File: src/cce_regs.svh
// Constants of the clear-and-call execute block.
`ifndef CCE_REGS_SVH
`define CCE_REGS_SVH
`define CCE_INSN_W 14
`define CCE_PC_W 13
`define CCE_FILE_ADDR_W 7
`define CCE_LIT_W 11
`define CCE_DATA_W 8
`define CCE_WIPE_FILE_MASK 14'h3f80
`define CCE_WIPE_FILE_CODE 14'h0180
`define CCE_WIPE_ACC_CODE 14'h0103
`define CCE_CALL_MASK 14'h3800
`define CCE_CALL_CODE 14'h2000
`define CCE_LATCH_LO 3
`define CCE_LATCH_HI 4
`define CCE_CALL_CYCLES 2
`define CCE_ZERO_DATA 8'h00
`define CCE_PC_RST 13'h0000
`endif

File: src/cce_pkg.sv
// Types shared by the clear-and-call execute block.
package cce_pkg;
  typedef enum logic [2:0] {
    CCE_OP_NONE = 3'b001,
    CCE_OP_WIPE = 3'b010,
    CCE_OP_CALL = 3'b100
  } cce_op_e;
  typedef enum logic [1:0] {
    CCE_ST_EXEC = 2'b01,
    CCE_ST_FLUSH = 2'b10
  } cce_state_e;
endpackage

File: src/cce_dec_if.sv
// Decoded instruction bundle passed from the decoder to the executor.
`timescale 1ns/1ns
`default_nettype none
interface cce_dec_if;
  logic wipe_file;
  logic wipe_acc;
  logic call;
  logic [6:0] file_addr;
  logic [10:0] literal;
  modport dec (output wipe_file, output wipe_acc, output call, output file_addr, output literal);
  modport exe (input wipe_file, input wipe_acc, input call, input file_addr, input literal);
endinterface
`default_nettype wire

File: src/cce_decode.sv
// Opcode decoder for the two clear instructions and the call.
`timescale 1ns/1ns
`default_nettype none
`include "cce_regs.svh"
module cce_decode
  import cce_pkg::*;
(
  input wire logic [`CCE_INSN_W-1:0] insn_i,
  cce_dec_if.dec dec
);
  assign dec.wipe_file = (insn_i & `CCE_WIPE_FILE_MASK) == `CCE_WIPE_FILE_CODE;
  assign dec.wipe_acc = insn_i == `CCE_WIPE_ACC_CODE;
  assign dec.call = (insn_i & `CCE_CALL_MASK) == `CCE_CALL_CODE;
  assign dec.file_addr = insn_i[`CCE_FILE_ADDR_W-1:0];
  assign dec.literal = insn_i[`CCE_LIT_W-1:0];
endmodule
`default_nettype wire

File: src/cce_exec.sv
// Execute stage for file clear, accumulator clear and subroutine call.
`timescale 1ns/1ns
`default_nettype none
`include "cce_regs.svh"
// Operation
// - File-clear opcode writes zero to addressed file register and sets zero flag.
// - Accumulator-clear opcode loads zero into accumulator and sets zero flag.
// - Call pushes program counter plus one onto top of stack.
// - Call loads eleven-bit literal into program counter low bits.
// - Call copies latch bits four and three into counter bits twelve, eleven.
// - Call takes two instruction cycles.
module cce_exec
  import cce_pkg::*;
(
  input wire logic clock_i,
  input wire logic rst_b_i,
  input wire logic insn_valid_i,
  input wire logic [`CCE_INSN_W-1:0] insn_i,
  input wire logic [`CCE_PC_W-1:0] program_counter_i,
  input wire logic [`CCE_DATA_W-1:0] upper_address_latch_i,
  output logic file_we_o,
  output logic [`CCE_FILE_ADDR_W-1:0] file_addr_o,
  output logic [`CCE_DATA_W-1:0] file_wdata_o,
  output logic acc_we_o,
  output logic [`CCE_DATA_W-1:0] acc_wdata_o,
  output logic zero_set_o,
  output logic push_o,
  output logic [`CCE_PC_W-1:0] top_of_stack_o,
  output logic pc_load_o,
  output logic [`CCE_PC_W-1:0] program_counter_o,
  output logic flush_o,
  output logic busy_o
);
  cce_dec_if dec_bus();
  cce_state_e state_r;
  cce_state_e state_nxt;
  cce_op_e op_kind;
  logic take;
  logic [1:0] lost_cnt_r;
  logic [`CCE_PC_W-1:0] return_pc;
  wire logic [`CCE_PC_W-1:0] target_pc;
  logic file_we_r;
  logic [`CCE_FILE_ADDR_W-1:0] file_addr_r;
  logic [`CCE_DATA_W-1:0] file_wdata_r;
  logic acc_we_r;
  logic [`CCE_DATA_W-1:0] acc_wdata_r;
  logic zero_set_r;
  logic push_r;
  logic [`CCE_PC_W-1:0] top_of_stack_r;
  logic pc_load_r;
  logic [`CCE_PC_W-1:0] program_counter_r;

  cce_decode u_decode (
    .insn_i(insn_i),
    .dec(dec_bus)
  );

  // A flushed slot holds the prefetched word, which must not execute.
  assign take = insn_valid_i && (state_r == CCE_ST_EXEC);
  assign busy_o = state_r == CCE_ST_FLUSH;

  // The three patterns are disjoint, so the order of the tests is immaterial.
  always_comb begin
    op_kind = CCE_OP_NONE;
    if (take && dec_bus.call) begin
      op_kind = CCE_OP_CALL;
    end else if (take && (dec_bus.wipe_file || dec_bus.wipe_acc)) begin
      op_kind = CCE_OP_WIPE;
    end
  end

  always_ff @(posedge clock_i or negedge rst_b_i) begin
    if (!rst_b_i) begin
      lost_cnt_r <= 2'h0;
    end else if (op_kind == CCE_OP_CALL) begin
      lost_cnt_r <= 2'(`CCE_CALL_CYCLES - 1);
    end else if (lost_cnt_r != 2'h0) begin
      lost_cnt_r <= lost_cnt_r - 2'h1;
    end
  end

  always_comb begin
    state_nxt = state_r;
    case (state_r)
      CCE_ST_EXEC: begin
        if (op_kind == CCE_OP_CALL) begin
          state_nxt = CCE_ST_FLUSH;
        end
      end
      CCE_ST_FLUSH: begin
        if (lost_cnt_r <= 2'h1) begin
          state_nxt = CCE_ST_EXEC;
        end
      end
      default: begin
        state_nxt = CCE_ST_EXEC;
      end
    endcase
  end

  always_ff @(posedge clock_i or negedge rst_b_i) begin
    if (!rst_b_i) begin
      state_r <= CCE_ST_EXEC;
    end else begin
      state_r <= state_nxt;
    end
  end

  always_ff @(posedge clock_i or negedge rst_b_i) begin
    if (!rst_b_i) begin
      file_we_r <= 1'b0;
    end else begin
      file_we_r <= take && dec_bus.wipe_file;
    end
  end

  always_ff @(posedge clock_i or negedge rst_b_i) begin
    if (!rst_b_i) begin
      file_addr_r <= '0;
    end else if (take && dec_bus.wipe_file) begin
      file_addr_r <= dec_bus.file_addr;
    end
  end

  // File clear data.
  // The data never changes; a flop keeps every data output registered like the rest.
  always_ff @(posedge clock_i or negedge rst_b_i) begin
    if (!rst_b_i) begin
      file_wdata_r <= `CCE_ZERO_DATA;
    end else begin
      file_wdata_r <= `CCE_ZERO_DATA;
    end
  end

  always_ff @(posedge clock_i or negedge rst_b_i) begin
    if (!rst_b_i) begin
      acc_we_r <= 1'b0;
    end else begin
      acc_we_r <= take && dec_bus.wipe_acc;
    end
  end

  always_ff @(posedge clock_i or negedge rst_b_i) begin
    if (!rst_b_i) begin
      acc_wdata_r <= `CCE_ZERO_DATA;
    end else begin
      acc_wdata_r <= `CCE_ZERO_DATA;
    end
  end

  always_ff @(posedge clock_i or negedge rst_b_i) begin
    if (!rst_b_i) begin
      zero_set_r <= 1'b0;
    end else begin
      zero_set_r <= op_kind == CCE_OP_WIPE;
    end
  end

  // Return address.
  // The carry out of the top bit is dropped, so the return address wraps round memory.
  assign return_pc = program_counter_i + `CCE_PC_W'(1);

  always_ff @(posedge clock_i or negedge rst_b_i) begin
    if (!rst_b_i) begin
      push_r <= 1'b0;
    end else begin
      push_r <= op_kind == CCE_OP_CALL;
    end
  end

  always_ff @(posedge clock_i or negedge rst_b_i) begin
    if (!rst_b_i) begin
      top_of_stack_r <= `CCE_PC_RST;
    end else if (op_kind == CCE_OP_CALL) begin
      top_of_stack_r <= return_pc;
    end
  end

  assign target_pc[`CCE_LIT_W-1:0] = dec_bus.literal;

  for (genvar g = 0; g <= `CCE_LATCH_HI - `CCE_LATCH_LO; g++) begin : g_upper
    assign target_pc[`CCE_LIT_W + g] = upper_address_latch_i[`CCE_LATCH_LO + g];
  end

  always_ff @(posedge clock_i or negedge rst_b_i) begin
    if (!rst_b_i) begin
      pc_load_r <= 1'b0;
    end else begin
      pc_load_r <= op_kind == CCE_OP_CALL;
    end
  end

  always_ff @(posedge clock_i or negedge rst_b_i) begin
    if (!rst_b_i) begin
      program_counter_r <= `CCE_PC_RST;
    end else if (op_kind == CCE_OP_CALL) begin
      program_counter_r <= target_pc;
    end
  end

  // Outputs come straight from the flops.
  assign file_we_o = file_we_r;
  assign file_addr_o = file_addr_r;
  assign file_wdata_o = file_wdata_r;
  assign acc_we_o = acc_we_r;
  assign acc_wdata_o = acc_wdata_r;
  assign zero_set_o = zero_set_r;
  assign push_o = push_r;
  assign top_of_stack_o = top_of_stack_r;
  assign pc_load_o = pc_load_r;
  assign program_counter_o = program_counter_r;

  assign flush_o = busy_o;
endmodule
`default_nettype wire

File: config.mk
export PLATFORM = sky130hd
export DESIGN_NAME = cce_exec
export DESIGN_NICKNAME = d
export VERILOG_FILES = /design/src/cce_pkg.sv /design/src/cce_dec_if.sv /design/src/cce_decode.sv /design/src/cce_exec.sv
export VERILOG_INCLUDE_DIRS = /design/src
export SDC_FILE = /design/constraint.sdc
export NUM_CORES = 1
export LEC_CHECK = 0
export BUFFER_PORTS_ARGS = -buffer_cell sky130_fd_sc_hd__buf_2
export CORE_MARGIN = 1
export CORE_UTILIZATION = 40
export CTS_BUF_LIST = sky130_fd_sc_hd__clkbuf_4 sky130_fd_sc_hd__clkbuf_8
export DETAILED_ROUTE_END_ITERATION = 12
export MAX_ROUTING_LAYER = met4
export PLACE_DENSITY = 0.83
export SETUP_SLACK_MARGIN = 0.05
export SYNTH_ARGS = -nofsm -noshare
export SYNTH_HDL_FRONTEND = slang
export SYNTH_HIERARCHICAL = 1
export SYNTH_SLANG_ARGS = --single-unit
File: constraint.sdc
create_clock -name clock_i -period 1.4 [get_ports clock_i]
set_clock_uncertainty 0.05 [all_clocks]
set_input_delay 0.21 -clock clock_i [delete_from_list [all_inputs] [get_ports clock_i]]
set_output_delay 0.21 -clock clock_i [all_outputs]
set_load 0.05 [all_outputs]
# Word-level counts from Yosys, hierarchy flattened
# Cells that the tools add are included.
word_totals:
  output_inout_bits: 56
  input_bits: 38
  reg_bits: 41
op_classes:
  n_eq_ne: 9
  reduce_logical: 9
  addsub: 2
  mux: 7
  n_lt_le_gt_ge: 1
ops:
  columns: ["cell", "n"]
  rows:
  - ["== test 14 x 9 -> 1 bit (second input constant)", 1]
  - ["adder 13 x 1 -> 13 bit (second input constant)", 1]
  - ["two-way mux 2 bit", 5]
  - ["== test 7 x 2 -> 1 bit (second input constant)", 1]
  - ["== test 3 bit (second input constant)", 2]
  - ["logical AND 1 bit", 5]
  - ["!= test 2 x 1 -> 1 bit (second input constant)", 2]
  - ["case mux 2 bit (2 select lines)", 1]
  - ["nonzero test 2 bit", 2]
  - ["== test 3 x 2 -> 1 bit (second input constant)", 1]
  - ["two-way mux 3 bit", 1]
  - ["== test 2 x 1 -> 1 bit (second input constant)", 1]
  - ["== test 2 bit (second input constant)", 1]
  - ["less-or-equal comparator 2 x 1 -> 1 bit (second input constant)", 1]
  - ["AND reduction 2 bit", 1]
  - ["subtractor 2 x 1 -> 2 bit (second input constant)", 1]
  - ["logical OR 1 bit", 1]

# Depth between registers and ports, before layout
# Gate-level depths: netlist of the first run.
logic_depth:
  ltp_word: 8
  depth_mapped: 7
  ltp_nobuf: 6

# Modules after synthesis
# The synthesis of the first run kept the hierarchy.
by_module_without_submodules:
  columns: ["module", "cells_each", "instances", "area_per_inst_um2"]
  rows:
  - ["cce_exec", 190, 1, 1869.3]
  - ["cce_decode", 27, 1, 202.7]

# Worst setup path after synthesis of the first run
# No wires, ideal clock.
synth_timing:
  kind: "register to output"
  startpoint: "register state_r[0]"
  endpoint: "output flush_o"
  slack_ns: -0.301
  path_buffers: 1
  arrival_ns: 1.441
  required_time_ns: 1.140
  stages_incl_launch_ff: 3
  path_cell_list: "dfstp_2 -> nor2b_1 -> buf_4"
synth_between:
  elab_chain_len: 1
synth_rtl:
  columns: ["item", "line", "source"]
  rows:
  - ["from (decl)", "cce_exec.sv:35", "cce_state_e state_r;"]
  - ["from (signal assigned)", "cce_exec.sv:105", "state_r <= state_nxt;"]
  - ["== test 2 bit", "cce_exec.sv:60", "assign busy_o = state_r == CCE_ST_FLUSH;"]
  - ["to (decl)", "cce_exec.sv:31", "output logic flush_o,"]
# No other way between the ends.

# Worst setup path in the final report of the first run
layout_timing:
  startpoint: "register state_r[0]"
  endpoint: "register file_addr_r[3], in the netlist file_addr_o[3]"
layout_between:
  elab_chain_len: 3
layout_rtl:
  columns: ["item", "line", "source"]
  rows:
  - ["== test 2 x 1 -> 1 bit", "cce_exec.sv:59", "assign take = insn_valid_i && (state_r == CCE_ST_EXEC);"]
  - ["logical AND 1 bit", "cce_exec.sv:59", null]
  - ["logical AND 1 bit", "cce_exec.sv:120", "end else if (take && dec_bus.wipe_file) begin"]
  - ["to (signal assigned)", "cce_exec.sv:121", "file_addr_r <= dec_bus.file_addr;"]
  - ["to (decl)", "cce_exec.sv:43", "logic [`CCE_FILE_ADDR_W-1:0] file_addr_r;"]
# No other way between the ends.
# A chain may end at the register's enable or synchronous reset.

==> impl_metrics.py, run 1 <==
metrics = {
    "global_route": {
        "grt_pass1_vias": 1412,
        "grt.total_usage": 0.164,
        "grt_antenna_before_repair": 0,
        "grt_max_degree": 22,
        "grt_pass1_wl_um": 6560,
        "grt-ovfl-total": 0,
    },
    "clock_network": {
        "tritoncts": "yes",
        "clock_path_buffers": 2,
        "cts_sinks": 41,
        "clk_latency_ns": 0.28,
        "clockRootBuffer": "clkbuf_8",
        "htree_num_levels": 2,
        "numCtsBuffers": 5,
        "path_clk_slew_ns": 0.08,
    },
    "placement": {
        "postPlaceCellArea_sq_um": 2380,
        "place_hpwl_um": 3240,
        "port_buffers": 71,
        "gp_congestion": 0.743,
        "dp_worst_setup_slack_ns": -0.249,
        "numPlacedInstances": 340,
    },
    "synthesis": {
        "ys_ff_latch": 41,
        "synth_edf_count": 0,
        "syn-instance-count": 217,
        "ys_types": 30,
        "synthFlopType": "dfrtp_1",
        "ys_top_cells_by_count": "60 x nand2_1, 40 x dfrtp_1, 37 x buf_4",
        "avgSynthCellArea_sq_um": 9.55,
        "ys_top_cells_by_area": "dfrtp_1 48%, buf_4 13%, nand2_1 11%",
        "yosysSeqAreaShare": 0.496,
        "synthesis.area_sq_um": 2070,
        "yosysTopAreaCell": "dfrtp_1",
        "async_reset_ff_frac": 1.00,
        "synth_most_common_cell": "nand2_1",
        "synth_top_area_frac": 0.483,
        "yosys_warnings": 6,
    },
    "route": {
        "num_vias": 1564,
        "drt_first_pass_iters": 4,
        "drc": 0,
        "drt_wl_total_um": 4170,
        "vias_per_cell": 4.47,
        "ant_nets": 0,
        "drt_iter0_drc": 55,
        "wl_per_cell_um": 11.9,
    },
    "pwr": {
        "powerDensity_nw_per_um2": 1460,
        "seq_power_share": 0.397,
        "power_switching_mw": 1.48,
        "vdd_drop_max_v": 0.000789,
        "p_sw_frac": 0.396,
        "pwr-share-comb": 0.349,
        "internal_power_mw": 2.25,
        "leakage_nw": 1.40,
        "clkPwrFrac": 0.254,
    },
    "sta": {
        "setup_ws_ns": 0.00276,
        "setup_viol": 0,
        "hold_violations": 0,
        "slew_viol_final": 0,
        "period_share": 0.998,
        "rsz0062_at_grt": "true",
        "post-route-min-period_ns": 1.40,
        "max_freq_ghz": 0.716,
    },
    "critical_path": {
        "required_ns": 1.52,
        "worstSetupPathType": "flop to flop",
        "worstPathArrival_ns": 1.52,
        "critPathLaunchType": "flop",
        "path_max_fanout": 8,
        "end_kind": "flop",
    },
    "floorplanning": {
        "die-area_sq_um": 5470,
        "dieHeight_um": 74.0,
        "initial_core_util": 0.427,
        "core_area_sq_um": 4850,
        "die_w_um": 74.0,
        "io_pins": 94,
        "row_count": 25,
    },
    "final_layout": {
        "drive_above_1_share": 0.392,
        "fin_nets": 323,
        "stdcell_area_sq_um": 2560,
        "fillers": 438,
        "syn_to_final_growth_pct": 23.8,
        "final_util": 0.529,
        "stdcell_count": 350,
        "antenna_cells": 0,
    },
    "status": {
        "outcome": "completed",
    },
    "hold_path": {
        "min_path_type": "primary input to flop",
    },
    "job": {
        "cap_violations": 0,
    },
}
[cells by family (layout without fill, tap and decap cells)]
group,count (synthesis),count (layout),share of synthesized area
AO/OA/AOI/OAI,14,14,0.0368
XOR/XNOR,12,12,0.0507
adder cells (fa/ha/maj),3,3,0.0181
buffers and inverters,51,102,0.161
flip-flops,41,41,0.496
multiplexers,7,7,0.0380
other,1,16,0.00181
AND/OR/NAND/NOR,88,88,0.197
[power by group through the flow]
stage | Combinational (mW) | Clock [mW] | Sequential [mW]
after floorplan | 0.454 | 0 | 2.06
after global placement | 1.26 | 0 | 1.50
after detailed placement | 1.30 | 0 | 1.50
after CTS | 1.30 | 0.986 | 1.48
after global routing | 1.40 | 1.04 | 1.51
final | 1.30 | 0.948 | 1.48
[registers in the layout (all words and copies together), names as in the netlist]
signal,flops
file_addr_o,7
state_r,2
push_o,1
lost_cnt_r,2
zero_set_o,1
acc_we_o,1
program_counter_o,13
top_of_stack_o,13
file_we_o,1
[final cells by class]
type	count	area, sq um	share of cell area
tap	67	83.8	0.0327
timing repair buffer	84	497	0.194
sequential	41	1030	0.400
clock inverter	2	38.8	0.0151
inverter	10	37.5	0.0146
multi-input combinational	140	805	0.314
clock buffer	6	76.3	0.0298
[per-stage QoR]
step           setup TNS [ns]  hold slack, ns  power, mW
6_report                    0          0.0604       3.73
5_1_grt                -0.153          0.0735       3.95
4_1_cts                     0          0.0489       3.78
3_5_place_dp            -1.80           0.109       2.80
3_3_place_gp            -1.56           0.106       2.76
2_1_floorplan          -0.370          -0.136       2.52
[final timing paths]
kind                                          start                    end  slack [ns]  cells after the start
max                                      state_r[0]         file_addr_o[3]       0.003                      4
min                        upper_address_latch_i[4]  program_counter_o[12]        0.06                      3
max reg2reg                              state_r[0]         file_addr_o[3]       0.003                      4
min in group asynchronous                   rst_b_i         file_addr_o[3]        0.33                      2
max in group asynchronous                   rst_b_i             state_r[0]        0.41                      3
min reg2reg                    program_counter_o[0]   program_counter_o[0]        0.42                      2
[what timing repair did]
item,CTS,global route
setup buffers,0,1
gates resized for setup,6,12
setup endpoints to repair,22,34
pin swaps,1,0
hold endpoints to repair,14,0
hold buffers,1,0
[metal layers]
metal  up-vias  share of wire  track usage
met5         -              0            -
met4         0          0.016       0.0513
met3         6          0.058       0.0447
met2        61           0.51        0.271
met1       724           0.41        0.193
li1        773              -            -
[layout by cell type, fill, tap and decap left out, types with 2 or more instances in the layout]
master,instances
nor3_1,2
xnor2_1,10
nand2_1,58
buf_12,2
inv_1,8
nor2_1,7
buf_4,9
o21ai_1,3
conb_1,16
nand4_1,2
nand3_1,5
dfrtp_1,40
mux2_2,6
xor2_1,2
clkbuf_8,5
buf_6,3
nor4_2,3
inv_2,2
o21ai_0,8
ha_1,3
buf_2,69
[worst max-delay path: stages, from the launching register on]
cell and delay [ns]:
dfstp_2 0.54, and3b_2 0.21, buf_6 0.12, nand2_8 0.07
mux2_4 0.30
No activity file was read; power rests on OpenSTA's default activity.
==> run 2: changes to the inputs <==
- ABC_AREA: default -> 1
- CAP_MARGIN: default -> 20
- PLACE_DENSITY: 0.83 -> 0.81
==> run 2 against run 1 <==
Total power decreased by 2.8%. Register-to-register slack improved by 0.07 ns. Global-route usage increased by 1.1 points. Combinational power about the same.
==> impl_metrics.py, run 2 <==
metrics = {
    "sta": {
        "final.setup.tns_ns": 0,
        "slew_viol_final": 0,
        "fin_hold_ws_ns": 0.0681,
        "max_freq_ghz": 0.748,
        "period_share": 0.955,
        "setup_viol": 0,
        "rsz0062_at_grt": "true",
        "hold_violations": 0,
        "post-route-min-period_ns": 1.34,
        "setup_ws_ns": 0.0634,
    },
    "floorplanning": {
        "io_pins": 94,
        "core_area_sq_um": 5240,
        "dieHeight_um": 76.5,
        "die-area_sq_um": 5850,
        "initial_core_util": 0.424,
        "die_w_um": 76.5,
        "row_count": 26,
    },
    "final_layout": {
        "syn_to_final_growth_pct": 18.0,
        "layout_commonest_cell": "nand2_1",
        "antenna_cells": 0,
        "final_util": 0.500,
        "stdcell_count": 414,
        "most-common-layout-cells": "107 x nand2_1, 69 x buf_2, 40 x dfrtp_1, 25 x inv_1",
        "fin_nets": 384,
        "stdcell_area_sq_um": 2620,
        "drive_above_1_share": 0.285,
    },
    "global_route": {
        "grt_use_met2": 0.286,
        "grt_antenna_before_repair": 0,
        "grt_pass1_vias": 1750,
        "grtUsageMet3": 0.0431,
        "grt-ovfl-total": 0,
        "grt.total_usage": 0.175,
        "grt_pass1_wl_um": 7870,
        "use_met1": 0.208,
        "grt_max_degree": 28,
        "grt.busiest_layer": "met2",
    },
    "placement": {
        "postPlaceCellArea_sq_um": 2480,
        "port_buffers": 71,
        "gp_congestion": 0.859,
        "dp_worst_setup_slack_ns": 0.0300,
        "numPlacedInstances": 404,
        "place_hpwl_um": 3650,
    },
    "synthesis": {
        "yosysSeqAreaShare": 0.463,
        "yosys_warnings": 6,
        "synthFlopType": "dfrtp_1",
        "avgSynthCellArea_sq_um": 7.84,
        "ys_top_cells_by_count": "107 x nand2_1, 40 x dfrtp_1, 38 x buf_4",
        "syn-instance-count": 283,
        "ys_top_cells_by_area": "dfrtp_1 45%, nand2_1 18%, buf_4 13%",
        "async_reset_ff_frac": 1.00,
        "synth_top_area_frac": 0.451,
        "synthesis.area_sq_um": 2220,
        "yosysTopAreaCell": "dfrtp_1",
        "synth_edf_count": 0,
        "synth_most_common_cell": "nand2_1",
        "ys_types": 24,
        "ys_ff_latch": 41,
    },
    "pwr": {
        "vdd_drop_max_v": 0.000727,
        "pwr-share-comb": 0.366,
        "seq_power_share": 0.408,
        "leakage_nw": 1.53,
        "internal_power_mw": 2.13,
        "clkPwrFrac": 0.226,
        "p_sw_frac": 0.414,
        "finalPower_mw": 3.63,
        "powerDensity_nw_per_um2": 1390,
        "power_switching_mw": 1.50,
    },
    "route": {
        "vias_per_cell": 4.50,
        "drc": 0,
        "num_vias": 1863,
        "drt_wl_total_um": 4800,
        "drt_first_pass_iters": 4,
        "wl_per_cell_um": 11.6,
        "drt_iter0_drc": 131,
        "ant_nets": 0,
    },
    "critical_path": {
        "required_ns": 1.14,
        "end_kind": "output pin",
        "path_max_fanout": 3,
        "critPathLaunchType": "flop",
        "worstPathArrival_ns": 1.08,
        "worstSetupPathType": "flop to output pin",
    },
    "clock_network": {
        "htree_num_levels": 2,
        "clk_latency_ns": 0.29,
        "postCtsSetupRepairBufs": 0,
        "tritoncts": "yes",
        "clockRootBuffer": "clkbuf_8",
        "cts_sinks": 41,
        "numCtsBuffers": 5,
        "clock_path_buffers": 2,
        "path_clk_slew_ns": 0.07,
    },
    "hold_path": {
        "min_path_type": "primary input to flop",
    },
    "status": {
        "outcome": "completed",
    },
    "job": {
        "cap_violations": 0,
    },
}
run 2: cell count changes in the layout (fill, tap and decap cells not counted), sizes merged, moves of 2 or more:
cell,before,now
o21ai,12,14
xnor2,10,1
nor4,3,0
nand4,2,5
nand2,60,108
mux2,7,0
nor2,7,23
nand3,5,13
inv,10,27
clkbuf,6,8
nor3,3,1
buf,83,77
run 2: cell type report:
cell class                      count  area [sq um]
Clock buffer                        8          97.6
Fill cell                         524          2620
Inverter                           27           101
Multi-Input combinational cell    190           865
Sequential cell                    41          1030
Tap cell                           70          87.6
Timing Repair Buffer               78           439
run 2: worst paths after layout:
| path | end | cells after the start | from | slack (ns) |
|---|---|---|---|---|
| max in group asynchronous | state_r[0] | 3 | rst_b_i | 0.56 |
| min reg2reg | program_counter_o[0] | 2 | program_counter_o[0] | 0.42 |
| min in group asynchronous | top_of_stack_o[12] | 2 | rst_b_i | 0.20 |
| max | busy_o | 2 | state_r[0] | 0.06 |
| max reg2reg | top_of_stack_o[11] | 5 | state_r[0] | 0.07 |
| min | program_counter_o[12] | 3 | upper_address_latch_i[4] | 0.07 |
run 2: power by group through the flow:
stage	Sequential, mW	Clock [mW]	Combinational, mW
after floorplan	2.06	0	0.481
after global placement	1.50	0	1.29
after detailed placement	1.50	0	1.33
after CTS	1.48	0.837	1.33
after global routing	1.51	0.885	1.43
final	1.48	0.819	1.33
run 2: kinds of logic after synthesis:
logic type                 after synthesis  share of synthesized area
adders and majority gates                3                     0.0169
buffers and inverters                   68                      0.181
other                                    1                    0.00169
DFF                                     41                      0.463
and+or+nand+nor                        149                      0.282
xor gates and xnor gates                 4                     0.0158
AOI/OAI and AO/OA                       17                     0.0395
run 2: critical path, stage by stage, from the launching register on:
cell,delay (ns)
dfstp_2,0.58
nor2_4,0.06
buf_6,0.15
run 2: metal layers:
layer  up-vias  part of all wire
met4         0             0.012
met5         -                 0
met3         4             0.064
met1       858              0.44
met2        63              0.48
li1        938                 -
run 2: timing repair:
action,in CTS,in global routing
endpoints found under the setup margin,5,23
gates cloned,0,1
pin swaps,1,0
hold buffers,1,0
resized for setup,5,3
endpoints found under the hold margin,40,0
